===== config.mk =====
export PLATFORM = sky130hd
export DESIGN_NAME = flc_regs
export DESIGN_NICKNAME = d
export VERILOG_FILES = /design/src/shared/flc_pkg.sv /design/src/hw/flc_regs.sv
export SDC_FILE = /design/constraint.sdc
export NUM_CORES = 1
export LEC_CHECK = 0
export BUFFER_PORTS_ARGS = -buffer_cell sky130_fd_sc_hd__buf_4
export CAP_MARGIN = 10
export CORE_MARGIN = 2
export CORE_UTILIZATION = 55
export CTS_BUF_LIST = sky130_fd_sc_hd__clkbuf_2
export CTS_CLUSTER_DIAMETER = 200
export DETAILED_ROUTE_END_ITERATION = 7
export GPL_ROUTABILITY_DRIVEN = 0
export GPL_TIMING_DRIVEN = 0
export PLACE_DENSITY = 0.78
export SLEW_MARGIN = 10
export SYNTH_ARGS = -nofsm -noshare
export SYNTH_HDL_FRONTEND = slang
export SYNTH_SLANG_ARGS = --single-unit

===== constraint.sdc =====
create_clock -name i_clock -period 2.3 [get_ports i_clock]
set_clock_uncertainty 0.05 [all_clocks]
set_input_delay 0.46 -clock i_clock [delete_from_list [all_inputs] [get_ports i_clock]]
set_output_delay 0.46 -clock i_clock [all_outputs]
set_load 0.02 [all_outputs]

===== src/shared/flc_pkg.sv =====
/*
  Constants for the flash LED control register bank: register addresses,
  field positions, reset values and timing counts.
  Assumes a 10 MHz core clock.
*/
package flc_pkg;
  // ----------------------------------------------------------------
  // bus widths
  // ----------------------------------------------------------------
  localparam int ADDR_W = 5;
  localparam int DATA_W = 8;

  // ----------------------------------------------------------------
  // register addresses and reset values
  // ----------------------------------------------------------------
  localparam logic [4:0] SINK_CONTROL_ADDR = 5'h02;
  localparam logic [4:0] REGULATOR_CONTROL_ADDR = 5'h03;
  localparam logic [7:0] SINK_CONTROL_RESET = 8'h10;
  localparam logic [7:0] REGULATOR_CONTROL_RESET = 8'h00;
  localparam logic [7:0] SINK_CONTROL_MASK = 8'h1f;
  localparam logic [7:0] REGULATOR_CONTROL_MASK = 8'h7f;

  // ----------------------------------------------------------------
  // field positions
  // ----------------------------------------------------------------
  localparam int RANGE_SELECT_BIT = 0;
  localparam int SINK_CODE_LSB = 1;
  localparam int SINK_CODE_MSB = 3;
  localparam int TIMEOUT_ENABLE_BIT = 4;
  localparam int REG_ONE_LSB = 0;
  localparam int REG_ONE_MSB = 3;
  localparam int REG_TWO_LSB = 4;
  localparam int REG_TWO_MSB = 6;

  // ----------------------------------------------------------------
  // sink levels in 50 mA steps
  // ----------------------------------------------------------------
  localparam logic [3:0] LEVEL_SPOT_MAX = 4'h5;
  localparam logic [3:0] LEVEL_FLASH_MAX = 4'h8;
  localparam logic [3:0] LEVEL_FLASH_BASE = 4'h5;

  // ----------------------------------------------------------------
  // timing
  // ----------------------------------------------------------------
  localparam int CLOCK_HZ = 10_000_000;
  localparam int TIMEOUT_MS = 1000;
  localparam int DISABLE_MS = 10;
  localparam int ENABLE_MS = 1;
  localparam int TIMEOUT_CYCLES = CLOCK_HZ / 1000 * TIMEOUT_MS;
  localparam int DISABLE_CYCLES = CLOCK_HZ / 1000 * DISABLE_MS;
  localparam int ENABLE_CYCLES = CLOCK_HZ / 1000 * ENABLE_MS;
  localparam int COUNT_W = 24;
endpackage : flc_pkg


===== src/hw/flc_regs.sv =====
/*
  Control logic of a flash LED driver: two write-only control registers,
  sink current decode, safety timeout, sleep and fault gating.
  Assumes register writes arrive already deframed from the single wire
  receiver on the core clock; pins and analog comparator flags are async.
*/
// Overview of operation
// - sink off means sleep, oscillator and pump off
// - regulators stay usable during sleep
// - overvoltage flag holds pump enable off
// - overheat disables outputs, registers kept
// - reduced pump limit below low, leaves above high
// - open sink output disables the sink
// - sink control at 0x02 resets 0x10
// - regulator control at 0x03 resets 0x00
// - timeout enable turns sink off after 1s
// - after timeout, trigger low or code written to zero
// - low range codes map 50 to 250 mA
// - high range codes map 300 to 400 mA
// - pin low 10 ms shuts down, defaults restored
// - trigger pin high activates the sink
// - writes carry 5-bit address, 8 data bits
module flc_regs #(
  parameter int TIMEOUT_COUNT = flc_pkg::TIMEOUT_CYCLES,
  parameter int DISABLE_COUNT = flc_pkg::DISABLE_CYCLES,
  parameter int ENABLE_COUNT = flc_pkg::ENABLE_CYCLES
) (
  input wire logic i_clock,
  input wire logic i_resetn,
  input wire logic i_write_strobe,
  input wire logic [flc_pkg::ADDR_W-1:0] i_write_addr,
  input wire logic [flc_pkg::DATA_W-1:0] i_write_data,
  input wire logic i_single_wire_pin,
  input wire logic i_trigger_pin,
  input wire logic i_overvoltage_guard,
  input wire logic i_overheat_guard,
  input wire logic i_pump_output_below_low,
  input wire logic i_pump_output_above_high,
  input wire logic i_sink_open,
  output logic o_sink_enable,
  output logic [3:0] o_sink_level,
  output logic o_pump_enable,
  output logic o_osc_enable,
  output logic o_sleep,
  output logic o_reduced_limit,
  output logic [3:0] o_regulator_one_code,
  output logic [2:0] o_regulator_two_code,
  output logic o_timeout_flag,
  output logic o_shutdown
);
  import flc_pkg::*;

  // ----------------------------------------------------------------
  // input synchronisers
  // ----------------------------------------------------------------
  logic [6:0] sync_a;
  logic [6:0] sync_b;
  logic swp_s, trig_s, ovp_s, ot_s, below_s, above_s, open_s;

  // two flops per async input, only stage b is read
  always_ff @(posedge i_clock or negedge i_resetn) begin
    if (!i_resetn) begin
      sync_a <= 7'h00;
      sync_b <= 7'h00;
    end else begin
      sync_a <= {i_single_wire_pin, i_trigger_pin, i_overvoltage_guard, i_overheat_guard,
                 i_pump_output_below_low, i_pump_output_above_high, i_sink_open};
      sync_b <= sync_a;
    end
  end
  assign {swp_s, trig_s, ovp_s, ot_s, below_s, above_s, open_s} = sync_b;

  // ----------------------------------------------------------------
  // current decode
  // ----------------------------------------------------------------
  function automatic logic [3:0] flc_level(input logic [2:0] code, input logic hi_range);
    logic [3:0] lvl;
    lvl = 4'h0;
    if (code != 3'h0) begin
      if (!hi_range) begin
        lvl = ({1'b0, code} > LEVEL_SPOT_MAX) ? LEVEL_SPOT_MAX : {1'b0, code};
      end else begin
        lvl = (code >= 3'h3) ? LEVEL_FLASH_MAX : LEVEL_FLASH_BASE + {1'b0, code};
      end
    end
    return lvl;
  endfunction : flc_level

  // ----------------------------------------------------------------
  // main state
  // ----------------------------------------------------------------
  logic [7:0] sink_control, next_sink_control;
  logic [7:0] regulator_control, next_regulator_control;
  logic [COUNT_W-1:0] timer, next_timer;
  logic [COUNT_W-1:0] pin_count, next_pin_count;
  logic next_shutdown, next_timeout_flag, next_reduced_limit;
  logic next_sink_enable, next_pump_enable;
  logic [3:0] next_sink_level, next_reg_one;
  logic [2:0] next_reg_two;
  logic wr_sink, wr_reg, sink_request;

  // next values of registers, counters and outputs
  always_comb begin
    next_sink_control = sink_control;
    next_regulator_control = regulator_control;
    next_shutdown = o_shutdown;
    next_pin_count = pin_count;
    next_timeout_flag = o_timeout_flag;
    next_timer = timer;
    next_reduced_limit = o_reduced_limit;
    wr_sink = 1'b0;
    wr_reg = 1'b0;
    // pin low long enough shuts down, high long enough wakes up
    if (swp_s == o_shutdown) begin
      next_pin_count = pin_count + COUNT_W'(1);
      if (o_shutdown && pin_count >= COUNT_W'(ENABLE_COUNT - 1)) begin
        next_shutdown = 1'b0;
        next_pin_count = '0;
      end else if (!o_shutdown && pin_count >= COUNT_W'(DISABLE_COUNT - 1)) begin
        next_shutdown = 1'b1;
        next_pin_count = '0;
      end
    end else begin
      next_pin_count = '0;
    end
    // writes are held off in shutdown and thermal shutdown
    if (i_write_strobe && !o_shutdown && !ot_s) begin
      wr_sink = (i_write_addr == SINK_CONTROL_ADDR);
      wr_reg = (i_write_addr == REGULATOR_CONTROL_ADDR);
    end
    if (wr_sink) begin
      next_sink_control = i_write_data & SINK_CONTROL_MASK;
    end
    if (wr_reg) begin
      next_regulator_control = i_write_data & REGULATOR_CONTROL_MASK;
    end
    if (o_shutdown) begin
      next_sink_control = SINK_CONTROL_RESET;
      next_regulator_control = REGULATOR_CONTROL_RESET;
    end
    // timeout latch clears on trigger low or code written to zero
    if (!trig_s || (wr_sink && i_write_data[SINK_CODE_MSB:SINK_CODE_LSB] == 3'h0)) begin
      next_timeout_flag = 1'b0;
    end
    // active-time counter, set wins over clear
    if (o_sink_enable) begin
      next_timer = timer + COUNT_W'(1);
      if (sink_control[TIMEOUT_ENABLE_BIT] && timer >= COUNT_W'(TIMEOUT_COUNT - 1)) begin
        next_timeout_flag = 1'b1;
        next_timer = '0;
      end
    end else begin
      next_timer = '0;
    end
    if (o_shutdown) begin
      next_timeout_flag = 1'b0;
    end
    // pump current limit hysteresis
    if (below_s) begin
      next_reduced_limit = 1'b1;
    end else if (above_s) begin
      next_reduced_limit = 1'b0;
    end
    // sink, pump and regulator gating
    sink_request = (next_sink_control[SINK_CODE_MSB:SINK_CODE_LSB] != 3'h0) && trig_s;
    next_sink_enable = sink_request && !next_timeout_flag && !next_shutdown
                       && !ot_s && !open_s;
    next_sink_level = next_sink_enable ?
      flc_level(next_sink_control[SINK_CODE_MSB:SINK_CODE_LSB],
                next_sink_control[RANGE_SELECT_BIT]) : 4'h0;
    next_pump_enable = next_sink_enable && !ovp_s;
    next_reg_one = (ot_s || next_shutdown) ? 4'h0 :
      next_regulator_control[REG_ONE_MSB:REG_ONE_LSB];
    next_reg_two = (ot_s || next_shutdown) ? 3'h0 :
      next_regulator_control[REG_TWO_MSB:REG_TWO_LSB];
  end

  // register the state and every output
  always_ff @(posedge i_clock or negedge i_resetn) begin
    if (!i_resetn) begin
      sink_control <= SINK_CONTROL_RESET;
      regulator_control <= REGULATOR_CONTROL_RESET;
      timer <= '0;
      pin_count <= '0;
      o_shutdown <= 1'b1;
      o_timeout_flag <= 1'b0;
      o_reduced_limit <= 1'b0;
      o_sink_enable <= 1'b0;
      o_sink_level <= 4'h0;
      o_pump_enable <= 1'b0;
      o_osc_enable <= 1'b0;
      o_sleep <= 1'b1;
      o_regulator_one_code <= 4'h0;
      o_regulator_two_code <= 3'h0;
    end else begin
      sink_control <= next_sink_control;
      regulator_control <= next_regulator_control;
      timer <= next_timer;
      pin_count <= next_pin_count;
      o_shutdown <= next_shutdown;
      o_timeout_flag <= next_timeout_flag;
      o_reduced_limit <= next_reduced_limit;
      o_sink_enable <= next_sink_enable;
      o_sink_level <= next_sink_level;
      o_pump_enable <= next_pump_enable;
      o_osc_enable <= next_sink_enable;
      o_sleep <= !next_sink_enable;
      o_regulator_one_code <= next_reg_one;
      o_regulator_two_code <= next_reg_two;
    end
  end
endmodule : flc_regs


==> results.md, run 1 <==
- Detail Placement HPWL: 4970 microns
- Avg Cell Area, Syn: 11.0 sq um
- Proportion of netlist area held by the largest area contributor: 56.4%
- Cells on worst reg2reg path: 7
- Most used standard cells in the synthesized netlist: sky130_fd_sc_hd__dfrtp_1, sky130_fd_sc_hd__nor2_1, sky130_fd_sc_hd__nand2_1, sky130_fd_sc_hd__xor2_1, sky130_fd_sc_hd__nor3_1
- Detailed router's first-iteration violation count: 166
- Slew Viols, Final: 0
- Number of global-route vias before repair: 2743
- Mapped Area: 3900 sq um
- Critical path launch point type: flop
- Cell with the most instances after synthesis: sky130_fd_sc_hd__dfrtp_1
- First-pass GRT wire length: 12800 microns
- Detail-routed net length per standard cell: 15.3 microns
- Seq pwr share: 59.4%
- Total Routed Length: 8140 microns
- Antenna violations before repair: 0
- Top-level I/O count: 41
- Number of filler instances in the final layout: 501
- Total chip power: 2750 uW
- TritonCTS sink count: 91
- Final setup fails: 0
- Number of max-capacitance violations reported: 0
- Routed vias: 2860
- Part of the power in the clock network: 36.1%
- Hold WS: 0.0489 ns
- Proportion of power drawn by combinational gates: 4.5%
- TritonCTS buffer count: 9
- Status: finished, final reports clean
- GRT Overall Usage: 21.5%
- Clk pin slew, worst setup/hold paths: 0.24 ns
- RSZ-0062 raised after global routing: true
- H-tree depth: 3
- Vias per cell: 5.38
- Nature of the critical path endpoint: flop
- # rows: 30
- Required time of the critical path: 2.70 ns
- Ratio of cells with drive above 1 in the final layout: 22.9%
- Count of antenna-violating nets left after detailed routing: 0
- Core area: 6830 sq um
- Main area contributors after synthesis: sky130_fd_sc_hd__dfrtp_1, sky130_fd_sc_hd__nor2_1, sky130_fd_sc_hd__xor2_1
- Shortest period the worst path allows: 2.30 ns
- Pwr per Cell Area: 573 nW/um^2
- Transition time at the pin with the least slew margin: 1.10 ns
- Net Switching: 602 uW
- Peak supply drop: 0.370 mV
- Path category of the worst min-delay check: in -> async
- Count of nets after finishing: 460
- Placed Area: 4370 sq um
- Most used flip-flop cell after synthesis: sky130_fd_sc_hd__dfrtp_1
- Port bufs: 39
- Drt drc: 0
- P_int: 2150 uW
- Post-synthesis to final-layout area growth: 22.8%
- Largest fanout on the critical path: 7
- Category of the critical setup timing path: reg -> reg
- Share of synthesized area occupied by flip-flops and latches: 58.4%
- Final Hold Viols: 0
- EDFF count, synth: 0
- Net switching share of the total power: 21.9%
- Part of the cycle the worst path needs: 100%
- Clock tree root driver cell: sky130_fd_sc_hd__clkbuf_2
- Leakage power figure: 0.00215 uW
- Synth async-reset ratio: 100%
- Die Footprint: 7790 sq um
- Post-synth cell types: 48
- Clock latency on the worst-skew pair: 0.53 ns
- Initial core utilization: 57.2%
- Final design instance area without fill: 4800 sq um
- Buffers from clock root to sink, at most: 2
- Largest area contributor in the synthesized netlist: sky130_fd_sc_hd__dfrtp_1
- Number of search-and-repair iterations in the first detailed-routing pass: 6
- Data arrival, critical path: 2.70 ns
- Share of the core filled with cells: 70.2%
- Cell count after synthesis: 355
- Chip Height: 88.3 microns
- Highest clock rate: 435 MHz
- X dimension of the die: 88.3 microns
- Total overflow reported by the global router: 0
- Maximum number of pins on one net before global-route repair: 92
- Number of antenna cells inserted: 0
- Synthesis Warnings: 0
- Clock tree from TritonCTS: done
- Count of state elements after synthesis: 91
- Max transition margin: 26.4%
[layer usage]
metal,track usage [%],wire length (microns)
met5,0,0
met4,9.09,141
met3,4.38,356
met2,34.3,4040
met1,28.8,3600
[per-stage QoR]
stage                     std cells  TNS [ns]  worst slack, ns
final                           532         0         0.000313
after global routing            532    -0.271          -0.0774
after CTS                       525         0          0.00440
after detailed placement        496     -4.17           -0.346
after global placement          496     -3.68           -0.298
after floorplan                 361         0           0.0220
[power groups by stage]
stage / registers [uW] / logic (uW) / clock network, uW
2_1_floorplan: 1660 / 27.2 / 0
3_3_place_gp: 1660 / 103 / 0
3_5_place_dp: 1660 / 104 / 0
4_1_cts: 1630 / 120 / 1010
5_1_grt: 1640 / 136 / 1070
6_report: 1630 / 123 / 993
[placed cells by master (no fill, tap or decap), types with 10 or more instances in the layout]
| master | n |
|---|---|
| sky130_fd_sc_hd__xnor2_1 | 16 |
| sky130_fd_sc_hd__nor2_1 | 57 |
| sky130_fd_sc_hd__inv_1 | 11 |
| sky130_fd_sc_hd__dfrtp_1 | 88 |
| sky130_fd_sc_hd__xor2_1 | 21 |
| sky130_fd_sc_hd__buf_4 | 53 |
| sky130_fd_sc_hd__nor3_1 | 18 |
| sky130_fd_sc_hd__mux2i_1 | 10 |
| sky130_fd_sc_hd__nand2_1 | 23 |
| sky130_fd_sc_hd__and3_1 | 10 |
| sky130_fd_sc_hd__clkbuf_2 | 15 |
| sky130_fd_sc_hd__nand3_1 | 15 |
[final timing paths]
path,startpoint,endpoint,slack (ns)
worst min register to register,sync_a[2]$_DFF_PN0_,sync_b[2]$_DFF_PN0_,0.33
worst max-delay path,pin_count[1]$_DFF_PN0_,o_pump_enable$_DFF_PN0_,0.0003
min in group i_clock,i_write_data[4],sink_control[4]$_DFFE_PN1P_,0.09
worst min-delay path,i_resetn,timer[14]$_DFF_PN0_,0.05
worst max register to register,pin_count[1]$_DFF_PN0_,o_pump_enable$_DFF_PN0_,0.0003
max in group asynchronous,i_resetn,regulator_control[3]$_DFF_PN0_,1.46
[critical path: stages, from the launching register on]
cell	delay, ns
sky130_fd_sc_hd__dfrtp_1	0.44
sky130_fd_sc_hd__ha_1	0.22
sky130_fd_sc_hd__nand4_1	0.16
sky130_fd_sc_hd__a2111oi_2	0.12
sky130_fd_sc_hd__nor4_4	0.49
sky130_fd_sc_hd__o31ai_4	0.10
sky130_fd_sc_hd__a311o_2	0.42
sky130_fd_sc_hd__nor3_1	0.22
[timing repair]
item	in CTS	in global routing
pin swaps	6	7
hold endpoints to repair	7	0
gates resized for setup	5	20
gates cloned	0	0
setup buffers	6	7
endpoints found under the setup margin	17	38
hold buffers	7	0
[flip-flops by register name, summed over array words and instances (netlist names)]
register,flops
o_osc_enable,1
o_pump_enable,1
o_reduced_limit,1
o_regulator_one_code,4
o_regulator_two_code,3
o_shutdown,1
o_sink_level,4
o_sleep,1
o_timeout_flag,1
pin_count,24
regulator_control,7
sink_control,5
sync_a,7
sync_b,7
timer,24
[final cells by class]
type	instances	area (sq um)	area share, %
inverter	11	41.3	0.861
multi-input combinational	250	1690	35.1
timing repair buffer	59	460	9.60
clock inverter	5	101	2.11
clock buffer	11	55.1	1.15
tap	96	120	2.50
buffer	9	51.3	1.07
sequential	91	2280	47.6
[cell families after synthesis]
logic type / Yosys count / share of synthesized area (%)
AOI/OAI and AO/OA: 28 / 5.35
xor gates and xnor gates: 37 / 8.30
adders and majority gates: 6 / 1.92
buffers and inverters: 20 / 2.11
DFF: 91 / 58.4
muxes: 13 / 3.33
other: 1 / 0.0960
and+or+nand+nor: 159 / 20.5
No activity file was read; power rests on OpenSTA's default activity.
==> run 2: changes to the inputs <==
- CORE_UTILIZATION: 55 -> 52
- CTS_BUF_LIST: sky130_fd_sc_hd__clkbuf_2 -> sky130_fd_sc_hd__clkbuf_4 sky130_fd_sc_hd__clkbuf_8 sky130_fd_sc_hd__clkbuf_16
- PLACE_DENSITY: 0.78 -> 0.75
==> run 2 against run 1 <==
Net effect: the run now ends with setup timing left; setup slack worse by 0.0039 ns; critical path depth up 4; die area up 5.5%; wire length down 4.6%; design area up 1.6%; clock-buffer cell count decreased by 1; sequential power hardly changed; fmax shrank 0.17%; global-route usage is 2.0 points lower; flip-flop and latch count did not move; via count down 1.7%; critical path type unchanged; largest cell class unchanged; largest power group unchanged.
==> results.md, run 2 (same netlist as run 1, synthesis figures left out) <==
- Status: finished, violations left
- Failing checks: setup timing
- Detailed router's first-iteration violation count: 175 (+5.4%)
- CP cell instances: nor4_2 -> nand4b_1 -> buf_6 -> mux2i_1 -> nor2_2 -> inv_1 -> ha_2 -> nand2_1 -> nand3b_1 -> buf_6 -> nor4b_4
- Chip Height: 90.7 microns (+2.7%)
- Final Hold Viols: 0 (unchanged)
- Number of filler instances in the final layout: 561 (+12%)
- Required time of the critical path: 2.53 ns (-0.17 ns)
- H-tree depth: 3 (unchanged)
- Routed vias: 2810 (-1.7%)
- Hold WS: 0.0861 ns (+0.0372 ns)
- Largest regs: pin_count: 24 flops, timer: 24 flops
- Vias per cell: 5.32 (-1.0%)
- Largest fanout on the critical path: 7 (unchanged)
- Path category of the worst min-delay check: in -> async
- Post-Layout Cell Count: 528 (-0.75%)
- Leakage power figure: 0.00215 uW (+0.31%)
- Initial core utilization: 53.8% (-3.3 points)
- Total Routed Length: 7760 microns (-4.6%)
- R2r setup slk: -0.004 ns (about the same)
- Part of the cycle the worst path needs: 100% (+0.17 points)
- Worst-path cell with the longest stage delay: sky130_fd_sc_hd__dfrtp_1
- Count of antenna-violating nets left after detailed routing: 0 (unchanged)
- Die Footprint: 8220 sq um (+5.5%)
- Buffers from clock root to sink, at most: 2 (unchanged)
- Slew Viols, Final: 0 (unchanged)
- Post-synthesis to final-layout area growth: 24.8%
- Max transition margin: 46.0% (+20 points)
- Detail-routed net length per standard cell: 14.7 microns (-3.9%)
- Transition time at the pin with the least slew margin: 0.803 ns (-0.302 ns)
- Worst path top cell family by delay: simple AND/OR/NAND/NOR gates
- Clock latency on the worst-skew pair: 0.37 ns (-0.16 ns)
- Category of the critical setup timing path: reg -> reg
- Detail Placement HPWL: 4930 microns (-0.87%)
- # rows: 31 (+3.3%)
- Hold bufs inserted after CTS: 0 (-7)
- TritonCTS buffer count: 9 (unchanged)
- Number of global-route vias before repair: 2748 (+0.18%)
- Antenna violations before repair: 0 (unchanged)
- Ratio of cells with drive above 1 in the final layout: 25.2% (+2.2 points)
- Count of nets after finishing: 453 (-1.5%)
- Clock tree root driver cell: sky130_fd_sc_hd__clkbuf_8
- Highest clock rate: 434 MHz (-0.17%)
- Commonest cells after routing, fill and taps aside: sky130_fd_sc_hd__dfrtp_1, sky130_fd_sc_hd__nor2_1, sky130_fd_sc_hd__buf_4
- Top-level I/O count: 41 (unchanged)
- Buffer and inverter count on the worst path: 3 (+3)
- Clock tree from TritonCTS: done
- X dimension of the die: 90.7 microns (+2.7%)
- Number of max-capacitance violations reported: 0 (unchanged)
- Critical path launch point type: flop
- Total overflow reported by the global router: 0 (unchanged)
- Drt drc: 0 (unchanged)
- Shortest period the worst path allows: 2.30 ns (+0.00387 ns)
- Peak supply drop: 0.368 mV (-0.35%)
- Slowest cell delay on critical path: 0.42 ns (-0.07 ns)
- Core area: 7250 sq um (+6.2%)
- Most common cell after layout, fill and taps aside: sky130_fd_sc_hd__dfrtp_1
- Number of cells in the design after placement: 499 (+0.60%)
- Data arrival, critical path: 2.54 ns (-0.16 ns)
- Clk pin slew, worst setup/hold paths: 0.09 ns (-0.15 ns)
- Number of antenna cells inserted: 0 (unchanged)
- Pwr per Cell Area: 625 nW/um^2 (+9.1%)
- Worst Slack Setup Final: -0.00355 ns (-0.00387 ns)
- First-pass GRT wire length: 12700 microns (-1.1%)
- Nature of the critical path endpoint: flop
- RSZ-0062 raised after global routing: true
- Maximum number of pins on one net before global-route repair: 92 (unchanged)
- TritonCTS sink count: 91 (unchanged)
- Port bufs: 39 (unchanged)
- Cell repeated most along the worst path: sky130_fd_sc_hd__buf_6
- Final setup fails: 1 (+1)
- Number of search-and-repair iterations in the first detailed-routing pass: 4 (-2)
- GRT Overall Usage: 19.4% (-2.0 points)
==> run 2: changes by cell type in the layout (fill, tap and decap cells not counted), moves of 2 or more <==
cell	delta
sky130_fd_sc_hd__buf_2	+2
sky130_fd_sc_hd__buf_4	-3
sky130_fd_sc_hd__buf_6	+2
sky130_fd_sc_hd__clkbuf_2	-12
sky130_fd_sc_hd__clkbuf_8	+9
sky130_fd_sc_hd__dlygate4sd3_1	-7
sky130_fd_sc_hd__ha_1	-2
sky130_fd_sc_hd__nor3_1	-3
sky130_fd_sc_hd__nor3_2	+2
==> run 2: power by group <==
group          leakage (uW)  internal (uW)  switching, uW
clock network      0.000124            738            566
registers           0.00121           1620           9.16
logic              0.000821           42.4           70.8
total               0.00215           2400            646
==> run 2: path summary, 6_finish.rpt <==
path                                     start                   endpoint  cells past startpoint
setup / recovery           sync_b[3]$_DFF_PN0_  o_sink_level[3]$_DFF_PN0_                     11
hold / removal                        i_resetn    pin_count[11]$_DFF_PN0_                      1
setup reg to reg           sync_b[3]$_DFF_PN0_  o_sink_level[3]$_DFF_PN0_                     11
hold reg to reg            sync_a[6]$_DFF_PN0_        sync_b[6]$_DFF_PN0_                      0
max in group asynchronous             i_resetn   o_timeout_flag$_DFF_PN0_                      1
min in group i_clock             i_trigger_pin        sync_a[5]$_DFF_PN0_                      1
==> run 2: final cells by class <==
class                           count  area (sq um)  share of cell area (%)
Buffer                              9          51.3                    1.05
Clock inverter                      6           113                    2.31
Inverter                           11          41.3                   0.847
Timing Repair Buffer               52           395                    8.12
Clock buffer                       10           131                    2.70
Multi-Input combinational cell    250          1740                    35.6
Sequential cell                    91          2280                    46.8
Tap cell                           99           124                    2.54
==> run 2: layer usage <==
layer | track usage [%] | wire, microns | vias to the layer above
li1 | - | - | 1343
met1 | 25.9 | 3460 | 1411
met2 | 31.4 | 3910 | 47
met3 | 5.26 | 272 | 9
met4 | 5.77 | 125 | 0
met5 | 0 | 0 | -
==> run 2: timing repair <==
action,in CTS,in global routing
cloned,1,0
resized for setup,6,29
pin swaps,5,11
buffers inserted,8,4
setup endpoints to repair,31,41
==> run 2: through the flow <==
stage          cell area, sq um  power (uW)  utilization, %  TNS [ns]  setup WS (ns)
3_3_place_gp               4370        1760            60.3     -5.60         -0.363
3_5_place_dp               4370        1770            60.3     -6.24         -0.416
4_1_cts                    4700        3070            64.9         0        0.00191
6_report                   4870        3050            67.2  -0.00355       -0.00355
5_1_grt                    4870        3140            67.2    -0.728         -0.168
2_1_floorplan              3960        1690               -         0         0.0220
==> run 3: changes to the inputs <==
- CORE_MARGIN: 2 -> not set
==> run 3 against run 2 <==
Net effect: the run still ends with setup timing left; largest power group unchanged; design area increased by 0.41%; critical path type unchanged; sequential power about the same; die area decreased by 4.4%; cell count increased by 0.38%; core utilization increased by 0.28 points; critical path depth decreased by 1; clock-buffer cell count decreased by 1; first-iteration DRC count increased by 6.9%; power decreased by 4.6%; highest routed layer unchanged; non-clock buffer count increased by 2; register-to-register slack got worse by 0.02 ns; wire length decreased by 2.3%.
==> results.md, run 3 (same netlist as run 1, synthesis figures left out) <==
- Port bufs: 39 (unchanged)
- Die Footprint: 7860 sq um (-4.4%)
- P_int: 2200 uW (-8.4%)
- Final Hold Viols: 0 (unchanged)
- Failing checks: setup timing
- Top-level I/O count: 41 (unchanged)
- Leakage power figure: 0.00216 uW (+0.24%)
- Total Routed Length: 7580 microns (-2.3%)
- GRT Overall Usage: 21.1% (+1.6 points)
- TritonCTS sink count: 91 (unchanged)
- Final setup TNS: -0.0267 ns (-0.0231 ns)
- Slowest cell delay on critical path: 0.59 ns (+0.17 ns)
- Routed vias: 2795 (-0.53%)
- Met2 Use GR: 32.6% (+1.2 points)
- Peak supply drop: 0.415 mV (+13%)
- Met3 routing resource usage after global routing: 6.25% (+0.99 points)
- Largest fanout on the critical path: 7 (unchanged)
- Net switching share of the total power: 24.3% (+3.1 points)
- RSZ-0062 raised after global routing: true
- H-tree depth: 3 (unchanged)
- Number of antenna cells inserted: 0 (unchanged)
- Antenna violations before repair: 0 (unchanged)
- Detailed router's first-iteration violation count: 187 (+6.9%)
- Maximum number of pins on one net before global-route repair: 92 (unchanged)
- TritonCTS buffer count: 9 (unchanged)
- Slew Viols, Final: 0 (unchanged)
- Net Switching: 705 uW (+9.1%)
- End point of the critical path: o_sink_level[2]$_DFF_PN0_
- Worst Slack Setup Final: -0.0267 ns (-0.0231 ns)
- Count of antenna-violating nets left after detailed routing: 0 (unchanged)
- Core area: 7250 sq um (unchanged)
- Proportion of power drawn by combinational gates: 3.9% (+0.2 points)
- Clk pin slew, worst setup/hold paths: 0.10 ns (about the same)
- Final setup fails: 1 (unchanged)
- Status: finished, violations left
- Critical path launch point type: flop
- Worst path top cell family by delay: flip-flops
- Category of the critical setup timing path: reg -> reg
- Number of search-and-repair iterations in the first detailed-routing pass: 4 (unchanged)
- Most common cell after layout, fill and taps aside: sky130_fd_sc_hd__dfrtp_1
- Ratio of cells with drive above 1 in the final layout: 25.8% (+0.58 points)
- Post-Place Setup Slack: -0.414 ns (+0.00269 ns)
- Shortest period the worst path allows: 2.33 ns (+0.0231 ns)
- Hold WS: 0.110 ns (+0.0241 ns)
- Seq pwr share: 56.1% (+2.6 points)
- Data arrival, critical path: 2.57 ns (+0.03 ns)
- CP cell instances: nor2b_1 -> nand4b_1 -> buf_6 -> mux2i_4 -> inv_1 -> ha_2 -> ha_4 -> a21oi_4 -> a41oi_2 -> nor3_2
- X dimension of the die: 88.7 microns (-2.2%)
- Detail Placement HPWL: 4770 microns (-3.3%)
- Initial core utilization: 53.8% (unchanged)
- Vias per cell: 5.27 (-0.91%)
- Gr busiest metal: met2
- Critical R2R Capture: o_sink_level[2]$_DFF_PN0_
- Required time of the critical path: 2.54 ns (about the same)
- Post-synthesis to final-layout area growth: 25.3%
- Detail-routed net length per standard cell: 14.3 microns (-2.7%)
- Highest clock rate: 430 MHz (-0.99%)
- Total overflow reported by the global router: 0 (unchanged)
- Number of global-route vias before repair: 2632 (-4.2%)
- Part of the cycle the worst path needs: 101% (+1.0 points)
- Largest regs: pin_count: 24 flops, timer: 24 flops
- Hold bufs inserted after CTS: 0 (unchanged)
- # rows: 31 (unchanged)
- Drt drc: 0 (unchanged)
- Source of the worst register-to-register timing path: o_shutdown$_DFF_PN1_
- Critical Path Stages: 10 (-1)
- Commonest cells after routing, fill and taps aside: sky130_fd_sc_hd__dfrtp_1, sky130_fd_sc_hd__nor2_1, sky130_fd_sc_hd__buf_4
- Path category of the worst min-delay check: in -> async
- Buffers from clock root to sink, at most: 2 (unchanged)
- Number of max-capacitance violations reported: 0 (unchanged)
- Nature of the critical path endpoint: flop
- Met1 GRT Util: 27.4% (+1.5 points)
- Count of nets after finishing: 455 (+0.44%)
- First-pass GRT wire length: 12300 microns (-2.9%)
- Transition time at the pin with the least slew margin: 0.790 ns (-0.0125 ns)
- Source of the critical timing path: o_shutdown$_DFF_PN1_
- Chip Height: 88.7 microns (-2.2%)
- Clock tree root driver cell: sky130_fd_sc_hd__clkbuf_8
- Clock latency on the worst-skew pair: 0.36 ns (about the same)
- Pwr per Cell Area: 594 nW/um^2 (-5.0%)
- Max transition margin: 47.3% (+1.3 points)
- Part of the power in the clock network: 40.0% (-2.8 points)
- Buffer and inverter count on the worst path: 2 (-1)
- Worst-path cell with the longest stage delay: sky130_fd_sc_hd__dfstp_2
- R2r setup slk: -0.03 ns (-0.02 ns)
- Cells on worst reg2reg path: 10 (-1)
- Clock tree from TritonCTS: done
run 3: cell types whose count changed in the layout (fill, tap and decap cells not counted), sizes merged:
cell    before  now
bufinv       3    1
buf         56   57
inv         12   15
run 3: through the flow:
stage | total power (uW) | cells | util (%) | cell area (sq um)
floorplan | 1690 | 361 | - | 3960
detailed placement | 1770 | 499 | 60.3 | 4370
finish | 2910 | 530 | 67.4 | 4890
global placement | 1760 | 499 | 60.3 | 4370
global route | 3020 | 530 | 67.4 | 4890
CTS | 2940 | 523 | 64.8 | 4700
run 3: final cells by class:
cell class	count	area (sq um)
flip-flops and latches	91	2280
inverters	11	41.3
well taps	99	124
fillers	558	2360
multi-input cells	250	1760
plain buffers	9	53.8
clock buffers	9	124
clock inverters	7	95.1
repair buffers	54	417
run 3: worst register-to-register path, cell delays in order (launching register included):
cell	delay [ns]
sky130_fd_sc_hd__dfstp_2	0.59
sky130_fd_sc_hd__nor2b_1	0.07
sky130_fd_sc_hd__nand4b_1	0.14
sky130_fd_sc_hd__buf_6	0.17
sky130_fd_sc_hd__mux2i_4	0.24
sky130_fd_sc_hd__inv_1	0.08
sky130_fd_sc_hd__ha_2	0.19
sky130_fd_sc_hd__ha_4	0.16
sky130_fd_sc_hd__a21oi_4	0.18
sky130_fd_sc_hd__a41oi_2	0.16
sky130_fd_sc_hd__nor3_2	0.22
run 3: worst min path at each step:
stage / startpoint / endpoint / slack [ns] / cells past startpoint
detailed placement: sync_a[5]$_DFF_PN0_ / sync_b[5]$_DFF_PN0_ / 0.28 / 0
global placement: sync_a[5]$_DFF_PN0_ / sync_b[5]$_DFF_PN0_ / 0.28 / 0
CTS: i_sink_open / sync_a[0]$_DFF_PN0_ / 0.13 / 1
global route: i_single_wire_pin / sync_a[6]$_DFF_PN0_ / 0.11 / 1
finish: i_resetn / timer[19]$_DFF_PN0_ / 0.11 / 1
floorplan: i_resetn / o_osc_enable$_DFF_PN0_ / 0.11 / 0
run 3: power by group through the flow:
stage	clock network (uW)	registers, uW	logic (uW)
2_1_floorplan	0	1660	27.2
3_3_place_gp	0	1660	101
3_5_place_dp	0	1660	103
4_1_cts	1200	1630	110
5_1_grt	1260	1630	128
6_report	1160	1630	114
run 3: metal layers:
layer  vias to the layer above  share of wire, %
li1                       1366                 -
met1                      1351                46
met2                        66                48
met3                        12               4.8
met4                         0               2.0
met5                         -                 0
run 3: timing repair:
item                                    CTS  global route
gates resized for setup                  11            29
pin swaps                                 6            11
setup buffers                             8             7
endpoints found under the setup margin   29            38
